## src/logic/sysreg_pkg.sv

```systemverilog
// Package with offsets, reset values and field positions of the system register bank.
package sysreg_pkg;
	localparam int          ADDR_W          = 24;
	localparam logic [23:0] OFF_CHIP_ID     = 24'h10_2400;
	localparam logic [23:0] OFF_FRAME_CNT   = 24'h10_2404;
	localparam logic [23:0] OFF_CYCLE_CNT   = 24'h10_2408;
	localparam logic [23:0] OFF_MAIN_HZ     = 24'h10_240C;
	localparam logic [23:0] OFF_COPROC_RST  = 24'h10_241C;
	localparam logic [31:0] MAIN_HZ_RESET   = 32'h02DC_6C00;
	localparam logic [31:0] WORD_ZERO       = 32'h0000_0000;
	localparam int          COPROC_RST_BIT  = 0;
	localparam int          CHIP_ID_W       = 8;
	// Identity value is arbitrary.
	localparam logic [7:0]  CHIP_ID_DEFAULT = 8'h5A;
	localparam int          SYNC_STAGES     = 3;
endpackage

```

## src/logic/count_if.sv

```systemverilog
// Interface joining the bank to its counter instances, the free-running cycle counter and the frame counter.
`timescale 1ns/1ps
interface count_if;
	logic        step;
	logic [31:0] value;
	modport counter (input step, output value);
	modport user    (output step, input value);
endinterface

```

## src/logic/wrap_counter.sv

```systemverilog
// Thirty-two bit counter that steps when asked and wraps to zero.
`timescale 1ns/1ps
module wrap_counter
	import sysreg_pkg::*;
(
	input  wire logic clk,
	input  wire logic reset_n,
	count_if.counter  cnt
);
	logic [31:0] countQ;
	logic [31:0] countD;

	// All-ones plus one truncates to zero, so wrap needs no special case.
	always_comb begin
		countD = cnt.step ? countQ + 32'h0000_0001 : countQ;
	end

	always_ff @(posedge clk or negedge reset_n) begin
		if (!reset_n) begin
			countQ <= WORD_ZERO;
		end else begin
			countQ <= countD;
		end
	end

	assign cnt.value = countQ;

	a_count_wrap: assert property (@(posedge clk) disable iff (!reset_n)
		cnt.step && countQ == 32'hFFFF_FFFF |=> countQ == WORD_ZERO)
		else $error("Counter did not wrap to zero.");
endmodule

```

## src/logic/system_control_status_regs.sv

```systemverilog
// System control and status register bank: reset control, clock value, counters, identity.
//
// The address-and-strobe port was left to the implementer.
`timescale 1ns/1ps
// Contract
// - Writing bit 0 as one puts the coprocessor engines in reset and holds.
// - Writing bit 0 as zero releases the coprocessor engines from reset.
// - Bit 0 reads one while engines are held in reset, else zero.
// - Bits 1 to 31 of reset control read zero; writes ignored.
// - Reset control reads zero after device reset; engines run.
// - Clock frequency register resets to 48 MHz in hertz, host read/write.
// - Cycle counter is zero after device reset.
// - Cycle counter steps every clock; host can only read it.
// - Cycle counter wraps from all ones to zero and continues.
// - Identity register is a read-only eight-bit build code; upper bits zero.
module system_control_status_regs
	import sysreg_pkg::*;
#(
	parameter logic [7:0] CHIP_ID = CHIP_ID_DEFAULT
)
(
	input  wire logic              clk,
	input  wire logic              reset_n,
	input  wire logic [ADDR_W-1:0] regAddr,
	input  wire logic [31:0]       regWdata,
	input  wire logic              regWrite,
	input  wire logic              regRead,
	output logic [31:0]            regRdata,
	input  wire logic              frameDone,
	output logic                   coprocReset
);
	logic [SYNC_STAGES-1:0] frameSyncQ;
	logic [SYNC_STAGES-1:0] frameSyncD;
	logic                   frameLevelQ;
	logic                   frameLevelD;
	logic                   frameStep;
	logic                   coprocRstQ;
	logic                   coprocRstD;
	logic [31:0]            mainHzQ;
	logic [31:0]            mainHzD;
	logic [31:0]            rdataQ;
	logic [31:0]            rdataD;

	// One carrier per counter; the bank drives the step and only reads the value back.
	count_if cycleIf ();
	count_if frameIf ();

	// The frame pulse comes from the display timing, possibly another domain.
	// Three stages; a change counts once stages two and three agree.
	always_comb begin
		frameSyncD  = {frameSyncQ[SYNC_STAGES-2:0], frameDone};
		frameLevelD = frameLevelQ;
		if (frameSyncQ[1] == frameSyncQ[2]) begin
			frameLevelD = frameSyncQ[2];
		end
		frameStep = frameLevelD & ~frameLevelQ;
	end

	always_ff @(posedge clk or negedge reset_n) begin
		if (!reset_n) begin
			frameSyncQ  <= '0;
			frameLevelQ <= 1'b0;
		end else begin
			frameSyncQ  <= frameSyncD;
			frameLevelQ <= frameLevelD;
		end
	end

	// Cycle counter steps on every clock and wraps freely.
	assign cycleIf.step = 1'b1;
	assign frameIf.step = frameStep;

	// Both counters share one module, so wrap behaviour cannot drift between them.
	wrap_counter u_cycle (
		.clk     (clk),
		.reset_n (reset_n),
		.cnt     (cycleIf.counter)
	);

	wrap_counter u_frame (
		.clk     (clk),
		.reset_n (reset_n),
		.cnt     (frameIf.counter)
	);

	// Writable state. Counters and identity have no write path at all.
	always_comb begin
		coprocRstD = coprocRstQ;
		mainHzD    = mainHzQ;
		if (regWrite) begin
			case (regAddr)
				OFF_COPROC_RST: begin
					coprocRstD = regWdata[COPROC_RST_BIT];
				end
				OFF_MAIN_HZ: begin
					mainHzD = regWdata;
				end
				default: begin
					coprocRstD = coprocRstQ;
				end
			endcase
		end
	end

	// Read data is registered and valid only in the cycle after the strobe.
	always_comb begin
		rdataD = WORD_ZERO;
		if (regRead) begin
			case (regAddr)
				OFF_CHIP_ID:    rdataD = {24'h00_0000, CHIP_ID};
				OFF_FRAME_CNT:  rdataD = frameIf.value;
				OFF_CYCLE_CNT:  rdataD = cycleIf.value;
				OFF_MAIN_HZ:    rdataD = mainHzQ;
				OFF_COPROC_RST: rdataD = {31'h0000_0000, coprocRstQ};
				default:        rdataD = WORD_ZERO;
			endcase
		end
	end

	always_ff @(posedge clk or negedge reset_n) begin
		if (!reset_n) begin
			coprocRstQ <= 1'b0;
			mainHzQ    <= MAIN_HZ_RESET;
			rdataQ     <= WORD_ZERO;
		end else begin
			coprocRstQ <= coprocRstD;
			mainHzQ    <= mainHzD;
			rdataQ     <= rdataD;
		end
	end

	// The engines see the stored bit directly, so readback matches them as they stood at the strobe edge.
	assign coprocReset = coprocRstQ;
	assign regRdata    = rdataQ;

	// Checks on the reset control bit, the clock value, the counters and the identity.
	// Every read check looks one cycle after the strobe, where the registered data stand.
	// Checks that start at the release of reset carry no disable, so they see the
	// reset values at the first edge after release.
	// A write of one must reach the engines at the next edge.
	a_rst_set: assert property (@(posedge clk) disable iff (!reset_n)
		regWrite && regAddr == OFF_COPROC_RST && regWdata[0] |=> coprocReset)
		else $error("Coprocessor reset not asserted after write of one.");

	// A write of zero must free the engines at the next edge.
	a_rst_clear: assert property (@(posedge clk) disable iff (!reset_n)
		regWrite && regAddr == OFF_COPROC_RST && !regWdata[0] |=> !coprocReset)
		else $error("Coprocessor reset not released after write of zero.");

	// Readback reflects the engine state at the strobe edge.
	a_rst_readback: assert property (@(posedge clk) disable iff (!reset_n)
		regRead && regAddr == OFF_COPROC_RST |=> regRdata == {31'h0, $past(coprocReset)})
		else $error("Reset control readback does not match engine state.");

	// Reserved bits never show write data.
	a_rst_reserved: assert property (@(posedge clk) disable iff (!reset_n)
		regRead && regAddr == OFF_COPROC_RST |=> regRdata[31:1] == 31'h0)
		else $error("Reserved reset control bits read nonzero.");

	// Without a write the engines stay in whatever state software left them.
	a_rst_hold: assert property (@(posedge clk) disable iff (!reset_n)
		!(regWrite && regAddr == OFF_COPROC_RST) |=> coprocReset == $past(coprocReset))
		else $error("Coprocessor reset changed without a write.");

	// A written clock value reads back unchanged on the next access.
	a_hz_write: assert property (@(posedge clk) disable iff (!reset_n)
		regWrite && regAddr == OFF_MAIN_HZ ##1 regRead && regAddr == OFF_MAIN_HZ
		|=> regRdata == $past(regWdata, 2))
		else $error("Clock frequency readback differs from written value.");

	// Two reads in a row of the cycle counter differ by exactly one.
	a_cycle_step: assert property (@(posedge clk) disable iff (!reset_n)
		regRead && regAddr == OFF_CYCLE_CNT ##1 regRead && regAddr == OFF_CYCLE_CNT
		|=> regRdata == $past(regRdata) + 32'h0000_0001)
		else $error("Cycle counter did not advance by one per clock.");

	// Overflow takes many seconds of clock, so only formal tools reach this one.
	a_cycle_wrap: assert property (@(posedge clk) disable iff (!reset_n)
		cycleIf.value == 32'hFFFF_FFFF |=> cycleIf.value == WORD_ZERO)
		else $error("Cycle counter did not wrap.");

	// The identity reads as the build code parameter, zero extended.
	a_id_fixed: assert property (@(posedge clk) disable iff (!reset_n)
		regRead && regAddr == OFF_CHIP_ID |=> regRdata == {24'h0, CHIP_ID})
		else $error("Identity register read wrong value.");

	// Each accepted frame edge adds exactly one to the frame count.
	a_frame_step: assert property (@(posedge clk) disable iff (!reset_n)
		frameStep |=> frameIf.value == $past(frameIf.value) + 32'h0000_0001)
		else $error("Frame counter did not step on frame end.");

	// At release the engines run and the read data are clear.
	// This check has no disable so that it sees the first edge after release.
	a_reset_values: assert property (@(posedge clk)
		$rose(reset_n) |-> !coprocReset && regRdata == WORD_ZERO)
		else $error("Control or read data not cleared by reset.");

	// The clock value comes back to its default at every reset.
	// Software that changed the clock must write it again afterwards.
	a_hz_reset: assert property (@(posedge clk)
		$rose(reset_n) |-> mainHzQ == MAIN_HZ_RESET)
		else $error("Clock frequency value not restored by reset.");

	// The cycle count starts from zero at release.
	// Software measuring time since reset relies on this.
	a_cycle_reset: assert property (@(posedge clk)
		$rose(reset_n) |-> cycleIf.value == WORD_ZERO)
		else $error("Cycle counter not zero after reset.");

	// The frame count starts from zero at release.
	// A frame edge during reset is dropped, not remembered.
	a_frame_reset: assert property (@(posedge clk)
		$rose(reset_n) |-> frameIf.value == WORD_ZERO)
		else $error("Frame counter not zero after reset.");

	// The cycle counter advances on every edge with no gaps.
	// A stalled counter would break software timeouts built on it.
	a_cycle_every: assert property (@(posedge clk) disable iff (!reset_n)
		1'b1 |=> cycleIf.value == $past(cycleIf.value) + 32'h0000_0001)
		else $error("Cycle counter missed a clock.");

	// A cycle counter read returns the count at the strobe edge.
	// The answer is one cycle old by the time software sees it.
	a_cycle_read: assert property (@(posedge clk) disable iff (!reset_n)
		regRead && regAddr == OFF_CYCLE_CNT |=> regRdata == $past(cycleIf.value))
		else $error("Cycle counter read wrong value.");

	// A frame counter read returns the count at the strobe edge.
	// A frame ending in the same cycle shows only on the next read.
	a_frame_read: assert property (@(posedge clk) disable iff (!reset_n)
		regRead && regAddr == OFF_FRAME_CNT |=> regRdata == $past(frameIf.value))
		else $error("Frame counter read wrong value.");

	// A clock value read returns the stored word.
	// The stored word is trusted as given; no range is enforced.
	a_hz_read: assert property (@(posedge clk) disable iff (!reset_n)
		regRead && regAddr == OFF_MAIN_HZ |=> regRdata == $past(mainHzQ))
		else $error("Clock frequency read wrong value.");

	// A clock value write stores the full word.
	// There are no byte enables, so partial writes are not possible.
	a_hz_store: assert property (@(posedge clk) disable iff (!reset_n)
		regWrite && regAddr == OFF_MAIN_HZ |=> mainHzQ == $past(regWdata))
		else $error("Clock frequency write not stored.");

	// Without a write the clock value holds.
	// Writes to other places must not disturb it.
	a_hz_keep: assert property (@(posedge clk) disable iff (!reset_n)
		!(regWrite && regAddr == OFF_MAIN_HZ) |=> mainHzQ == $past(mainHzQ))
		else $error("Clock frequency changed without a write.");

	// Only the low byte of the identity word carries the code.
	// Upper bits read zero so wide compares by software still work.
	a_id_upper: assert property (@(posedge clk) disable iff (!reset_n)
		regRead && regAddr == OFF_CHIP_ID |=> regRdata[31:CHIP_ID_W] == 24'h00_0000)
		else $error("Identity upper bits read nonzero.");

	// Without an accepted frame edge the frame count holds.
	// Noise on the frame pin must not add counts.
	a_frame_hold: assert property (@(posedge clk) disable iff (!reset_n)
		!frameStep |=> frameIf.value == $past(frameIf.value))
		else $error("Frame counter changed without a frame.");

	// One frame edge gives one step, however long the pin stays high.
	// The stored level must fall before another step can come.
	a_frame_single: assert property (@(posedge clk) disable iff (!reset_n)
		frameStep |=> !frameStep)
		else $error("Frame counter stepped twice for one frame.");

	// A step needs the second and third stages to agree on high.
	// This keeps a metastable first stage from counting.
	a_frame_agree: assert property (@(posedge clk) disable iff (!reset_n)
		frameStep |-> frameSyncQ[1] && frameSyncQ[2])
		else $error("Frame step taken without agreeing stages.");

	// While the two stages disagree the stored level may not move.
	// Short glitches shorter than two clocks are filtered here.
	a_level_gate: assert property (@(posedge clk) disable iff (!reset_n)
		frameSyncQ[1] != frameSyncQ[2] |=> frameLevelQ == $past(frameLevelQ))
		else $error("Frame level moved while stages disagreed.");

	// The frame count wraps to zero after its all-ones value.
	// At display rates this takes far longer than any simulation.
	a_frame_wrap: assert property (@(posedge clk) disable iff (!reset_n)
		frameStep && frameIf.value == 32'hFFFF_FFFF |=> frameIf.value == WORD_ZERO)
		else $error("Frame counter did not wrap.");

	// A write to the cycle counter is ignored; counting just goes on.
	// Software cannot rewind time by writing this place.
	a_ro_cycle: assert property (@(posedge clk) disable iff (!reset_n)
		regWrite && regAddr == OFF_CYCLE_CNT |=> cycleIf.value == $past(cycleIf.value) + 1)
		else $error("Cycle counter disturbed by a write.");

	// A write to the frame counter is ignored.
	// Only the frame pin may move this count.
	a_ro_frame: assert property (@(posedge clk) disable iff (!reset_n)
		regWrite && regAddr == OFF_FRAME_CNT && !frameStep
		|=> frameIf.value == $past(frameIf.value))
		else $error("Frame counter disturbed by a write.");

	// Scenarios that the bench is expected to reach.

	c_rst_cycle: cover property (@(posedge clk) disable iff (!reset_n)
		coprocReset ##[1:20] !coprocReset);
	c_hz_write: cover property (@(posedge clk) disable iff (!reset_n)
		regWrite && regAddr == OFF_MAIN_HZ);
	c_frame: cover property (@(posedge clk) disable iff (!reset_n) frameStep);
	c_cycle_read: cover property (@(posedge clk) disable iff (!reset_n)
		regRead && regAddr == OFF_CYCLE_CNT);
	c_id_read: cover property (@(posedge clk) disable iff (!reset_n)
		regRead && regAddr == OFF_CHIP_ID);
endmodule

```

## config.mk

```make
export PLATFORM = sky130hd
export DESIGN_NAME = system_control_status_regs
export DESIGN_NICKNAME = d
export VERILOG_FILES = /design/src/logic/sysreg_pkg.sv /design/src/logic/count_if.sv /design/src/logic/wrap_counter.sv /design/src/logic/system_control_status_regs.sv
export SDC_FILE = /design/constraint.sdc
export NUM_CORES = 1
export LEC_CHECK = 0
export ABC_AREA = 1
export ABC_CLOCK_PERIOD_IN_PS = 1610
export BUFFER_PORTS_ARGS = -buffer_cell sky130_fd_sc_hd__buf_2
export CAP_MARGIN = 20
export CORE_MARGIN = 4
export CORE_UTILIZATION = 50
export CTS_CLUSTER_SIZE = 12
export DETAILED_ROUTE_END_ITERATION = 6
export GPL_TIMING_DRIVEN = 0
export HOLD_SLACK_MARGIN = 0.12
export PLACE_DENSITY = 0.74
export RECOVER_POWER = 50
export SYNTH_ARGS = -nofsm -noshare
export SYNTH_HDL_FRONTEND = slang
export SYNTH_SLANG_ARGS = --single-unit
```

## constraint.sdc

```tcl
create_clock -name clk -period 1.61 [get_ports clk]
set_clock_uncertainty 0.2 [all_clocks]
set_input_delay 0.322 -clock clk [delete_from_list [all_inputs] [get_ports clk]]
set_output_delay 0.322 -clock clk [all_outputs]
set_load 0.05 [all_outputs]
```

# ---- Yosys cells after proc, flatten, opt, wreduce, memory -nomap -nowiden
# Index checks and enable logic that the tools add are counted.
dict set report classes {
  bitwise 2
  n_eq_ne 6
  n_mux 3
  addsub 2
  reduce_logical 2
}
# op n
set op_table {}
lappend op_table {{32-bit case mux with 5 select lines} 1}
lappend op_table {{24-bit by 21-bit == test with 1-bit output (second input constant)} 5}
lappend op_table {{32-bit by 1-bit adder with 32-bit output (second input constant)} 2}
lappend op_table {{32-bit 2-to-1 mux} 1}
lappend op_table {{2-bit AND reduction} 2}
lappend op_table {{1-bit AND} 1}
lappend op_table {{1-bit == test} 1}
lappend op_table {{1-bit 2-to-1 mux} 1}
lappend op_table {{1-bit inverter} 1}
dict set report totals {
  ff_bits 133
  word_cells 22
  out_inout_bits 33
}

# ---- Depth between registers and ports, before layout
dict set report depth {
  depth_word 3
  ltp_mapped 12
  ltp_nobuf 11
}

# ---- By module
# Synthesis repeated with hierarchy kept, for this count alone.
dict set report hier_totals {
  hier_cells 919
  hier_area_um2 7028.0
}
# module area_per_inst_um2 n_inst cells_per_inst seq_area_each_um2
set by_module_without_submodules {}
lappend by_module_without_submodules {wrap_counter 1761.7 2 229 800.8}
lappend by_module_without_submodules {system_control_status_regs 3504.6 1 461 1739.2}

# ---- Least setup slack after synthesis
# No wires, ideal clock.
dict set report synth_timing {
  path_kind {reg-to-reg}
  startpoint {register u_frame.countQ[0] (netlist: u_frame.cnt.value[0])}
  endpoint {register u_frame.countQ[30] (netlist: u_frame.cnt.value[30])}
  period_less_slack_ns 1.688
  required_time_ns 1.297
  stages_incl_launch_ff 11
  path_buffers 0
  arrival_time_ns 1.375
  slack_ns -0.078
  cell_sequence {dfrtp_1 -> ha_1 -> nand3_1 -> nor2_2 -> nand2_1 -> nor2_2 -> nand2_1 -> nor2_1 -> nand2_1 -> nand2_1 -> inv_1}
}
dict set report synth_via {
  elab_chain_len 1
}
# item line_no
set synth_lines {}
lappend synth_lines {{start, declared} wrap_counter.sv:10} ;# logic [31:0] countQ;
lappend synth_lines {{start signal, assigned} wrap_counter.sv:22} ;# countQ <= countD;
lappend synth_lines {{32-bit by 1-bit adder with 32-bit output} wrap_counter.sv:15} ;# countD = cnt.step ? countQ + 32'h0000_0001 : countQ;
# No other way between the ends.
# A chain may end at the register's enable or synchronous reset.

# ---- Worst setup path after layout
dict set report layout_timing {
  startpoint {register u_cycle.countQ[6] (netlist: u_cycle.cnt.value[6])}
  endpoint {register u_cycle.countQ[25] (netlist: u_cycle.cnt.value[25])}
}
dict set report layout_via {
  elab_chain_len 1
}
# item line_no
set layout_lines {}
lappend layout_lines {{start, declared} wrap_counter.sv:10}
lappend layout_lines {{start signal, assigned} wrap_counter.sv:22}
lappend layout_lines {{32-bit by 1-bit adder with 32-bit output} wrap_counter.sv:15}
lappend layout_lines {{via u_cycle.countD[25]} wrap_counter.sv:11} ;# logic [31:0] countD;
# The timed path passes the listed nets, and every way through them passes these cells.

==> flow_metrics.py <==
metrics = {
    "finish": {
        "antenna_cells": 0,
        "drive_gt1_frac": 0.341,
        "layout_commonest_cell": "nand2_1",
        "area_delta_synth_final_pct": 43.2,
        "nFillCells": 854,
        "multi_input_area_mm2": 0.00340,
        "design_area_mm2": 0.00955,
        "seq_area_mm2": 0.00336,
        "fin_nets": 1098,
        "final_cell_mix": "nand2_1 (165), dfrtp_1 (108), nor2_1 (107)",
    },
    "logic_synthesis": {
        "avgSynthCellArea_um2": 8.11,
        "yosys_register_bits": 133,
        "synth_flop_cell": "dfrtp_1",
        "ys_types": 34,
        "synth_nets": 885,
        "synth_warnings": 0,
        "synth_edf_count": 0,
        "yosysSeqAreaShare": 0.501,
        "synth_area_mm2": 0.00667,
        "synthCells": 822,
        "async_flop_share": 1.00,
    },
    "detailed_routing": {
        "drc": 0,
        "vias_per_cell": 5.26,
        "met2_length_um": 9890,
        "wl_per_cell_um": 16.4,
        "wl_met1_um": 8230,
        "drt-initial-drc-count": 754,
        "ant_nets": 0,
        "firstDrtPassIters": 5,
        "wl_met3_um": 1450,
        "vias": 6421,
        "wl_um": 20000,
        "topRoutingLayerUsed": "met4",
    },
    "run_status": {
        "status": "complete, but fails checks",
        "violations": "setup timing",
    },
    "sta": {
        "whs_ps": 142,
        "setup_viol": 31,
        "fmax_mhz": 572,
        "rsz0062_at_grt": "true",
        "hold_viol_final": 0,
        "slew_viol_final": 0,
        "period_share": 1.09,
        "relSlewSlack": 0.671,
        "period_minus_slack_ps": 1750,
        "fin_ws_ps": -137,
        "worst_pin_slew_ps": 493,
        "final.setup.tns_ps": -1860,
    },
    "power": {
        "p_clk_frac": 0.507,
        "seqPwrFrac": 0.432,
        "p_int_mw": 6.34,
        "vdd_drop_max_v": 0.000863,
        "powerDensity_mw_per_mm2": 849,
        "p_sw_mw": 1.76,
        "leakagePower_nw": 4.70,
        "p_sw_frac": 0.218,
        "p_comb_frac": 0.061,
    },
    "worst_hold_path": {
        "hold_path_class": "in -> async",
    },
    "worst_setup_path": {
        "crit_path_end_kind": "register",
        "crit_fanout": 4,
        "arrival_ps": 1890,
        "crit_type": "reg -> reg",
        "cp.required_ps": 1750,
        "r2r_cells": 8,
        "start_kind": "register",
    },
    "placement": {
        "dpl.hpwl_um": 12500,
        "preCtsSetupSlack_ps": -425,
        "gp_congestion": 0.982,
        "dpl-instance-area_mm2": 0.00745,
        "port_buffers": 92,
    },
    "floorplan": {
        "rows": 41,
        "fp.dieArea_mm2": 0.0152,
        "initial_core_util": 0.520,
        "die_w_um": 123,
        "die_h_um": 123,
        "core_mm2": 0.0128,
        "io_pins": 94,
    },
    "grt": {
        "grt_pass1_wl_um": 30000,
        "grt_max_degree": 100,
        "first_global_vias": 6128,
        "grt_util_all_layers": 0.258,
        "antenna_found_initial": 0,
        "grt_overflow": 0,
    },
    "clock_tree": {
        "root_buffer": "clkbuf_16",
        "cts_tree": "built",
        "clk_latency_ps": 430,
        "cts_sinks": 133,
        "cts_made_buffers": 17,
        "clkTransAtPathRegs_ps": 60,
        "h-tree-depth": 4,
        "cts_max_path_buffers": 2,
    },
    "flow_run": {
        "drv_cap": 0,
    },
}
worst paths after layout:
kind / slack (ps) / end / startpoint
min reg2reg: 150 / frameSyncQ[1] / frameSyncQ[0]
max: -140 / u_cycle.cnt.value[25] / u_cycle.cnt.value[6]
max in group asynchronous: 270 / mainHzQ[22] / reset_n
max reg2reg: -140 / u_cycle.cnt.value[25] / u_cycle.cnt.value[6]
min: 140 / regRdata[3] / reset_n
min in group clk: 140 / regRdata[0] / regAddr[4]
through the flow:
stage,total power [mW],utilization,cells
6_report,8.10,0.744,1220
5_1_grt,8.33,0.744,1220
4_1_cts,8.08,0.690,1181
3_5_place_dp,3.85,0.581,1087
3_3_place_gp,3.83,0.578,1086
2_1_floorplan,3.65,-,822
flip-flops by register name, indices dropped and copies added, names as in the netlist:
register           count
mainHzQ               32
frameLevelQ            1
regRdata              32
frameSyncQ             3
coprocReset            1
u_cycle.cnt.value     32
u_frame.cnt.value     32
routing by layer:
metal / up-vias / track usage
met3: 50 / 0.0686
met1: 3090 / 0.343
li1: 2991 / -
met5: - / 0
met4: 0 / 0.0727
met2: 290 / 0.417
cell usage after synthesis, types with 5 or more instances:
cell type  count  area share
dfrtp_1      123        0.46
dfstp_2       10       0.039
inv_1         93       0.052
inv_2          5      0.0028
xor2_1        52       0.068
buf_2         14       0.011
xnor2_1        5      0.0066
o21ai_1       15       0.011
nor2_1       133       0.075
o21ai_0       10      0.0075
nand4_1       10      0.0094
nand2_1      184        0.10
nor3_1        22       0.017
nand3_1       95       0.071
nor2_2         9      0.0084
nand2_2        6      0.0056
worst max-delay path, cell delays in order (launching register included):
cell and delay, ps:
dfrtp_2 400, buf_4 130, nand2_4 50, nor3_4 240
nand2_2 120, nor2_4 140, nand2_2 100, nor2_4 120
xor2_1 160
kinds of logic (layout without fill, tap and decap cells):
logic type	count (synthesis)	in the layout	synth area share
AND/OR/NAND/NOR	477	477	0.319
flip-flops	133	133	0.501
buffers and inverters	122	348	0.0766
XOR/XNOR	57	57	0.0749
AO/OA/AOI/OAI	30	30	0.0229
adder cells (fa/ha/maj)	3	3	0.00526
area by class of cell:
| type | instances | area share |
|---|---|---|
| inverters | 99 | 0.0405 |
| clock buffers | 25 | 0.0540 |
| clock inverters | 7 | 0.0122 |
| flip-flops and latches | 133 | 0.352 |
| plain buffers | 23 | 0.0172 |
| repair buffers | 194 | 0.146 |
| well taps | 172 | 0.0225 |
| multi-input cells | 567 | 0.356 |
power by group through the flow:
stage	clock, mW	combinational, mW	sequential, mW
floorplan	0	0.132	3.52
detailed placement	0	0.313	3.54
global placement	0	0.292	3.54
CTS	4.11	0.476	3.50
global route	4.26	0.553	3.51
finish	4.11	0.491	3.50
timing repair:
item                       in CTS  in global routing
setup buffers                  27                 39
hold buffers                   35                  0
cloned                          0                  1
hold endpoints to repair      159                  0
resized for setup              58                101
setup endpoints to repair      39                 84
pin swaps                      20                 41
No activity file was read; power rests on OpenSTA's default activity.
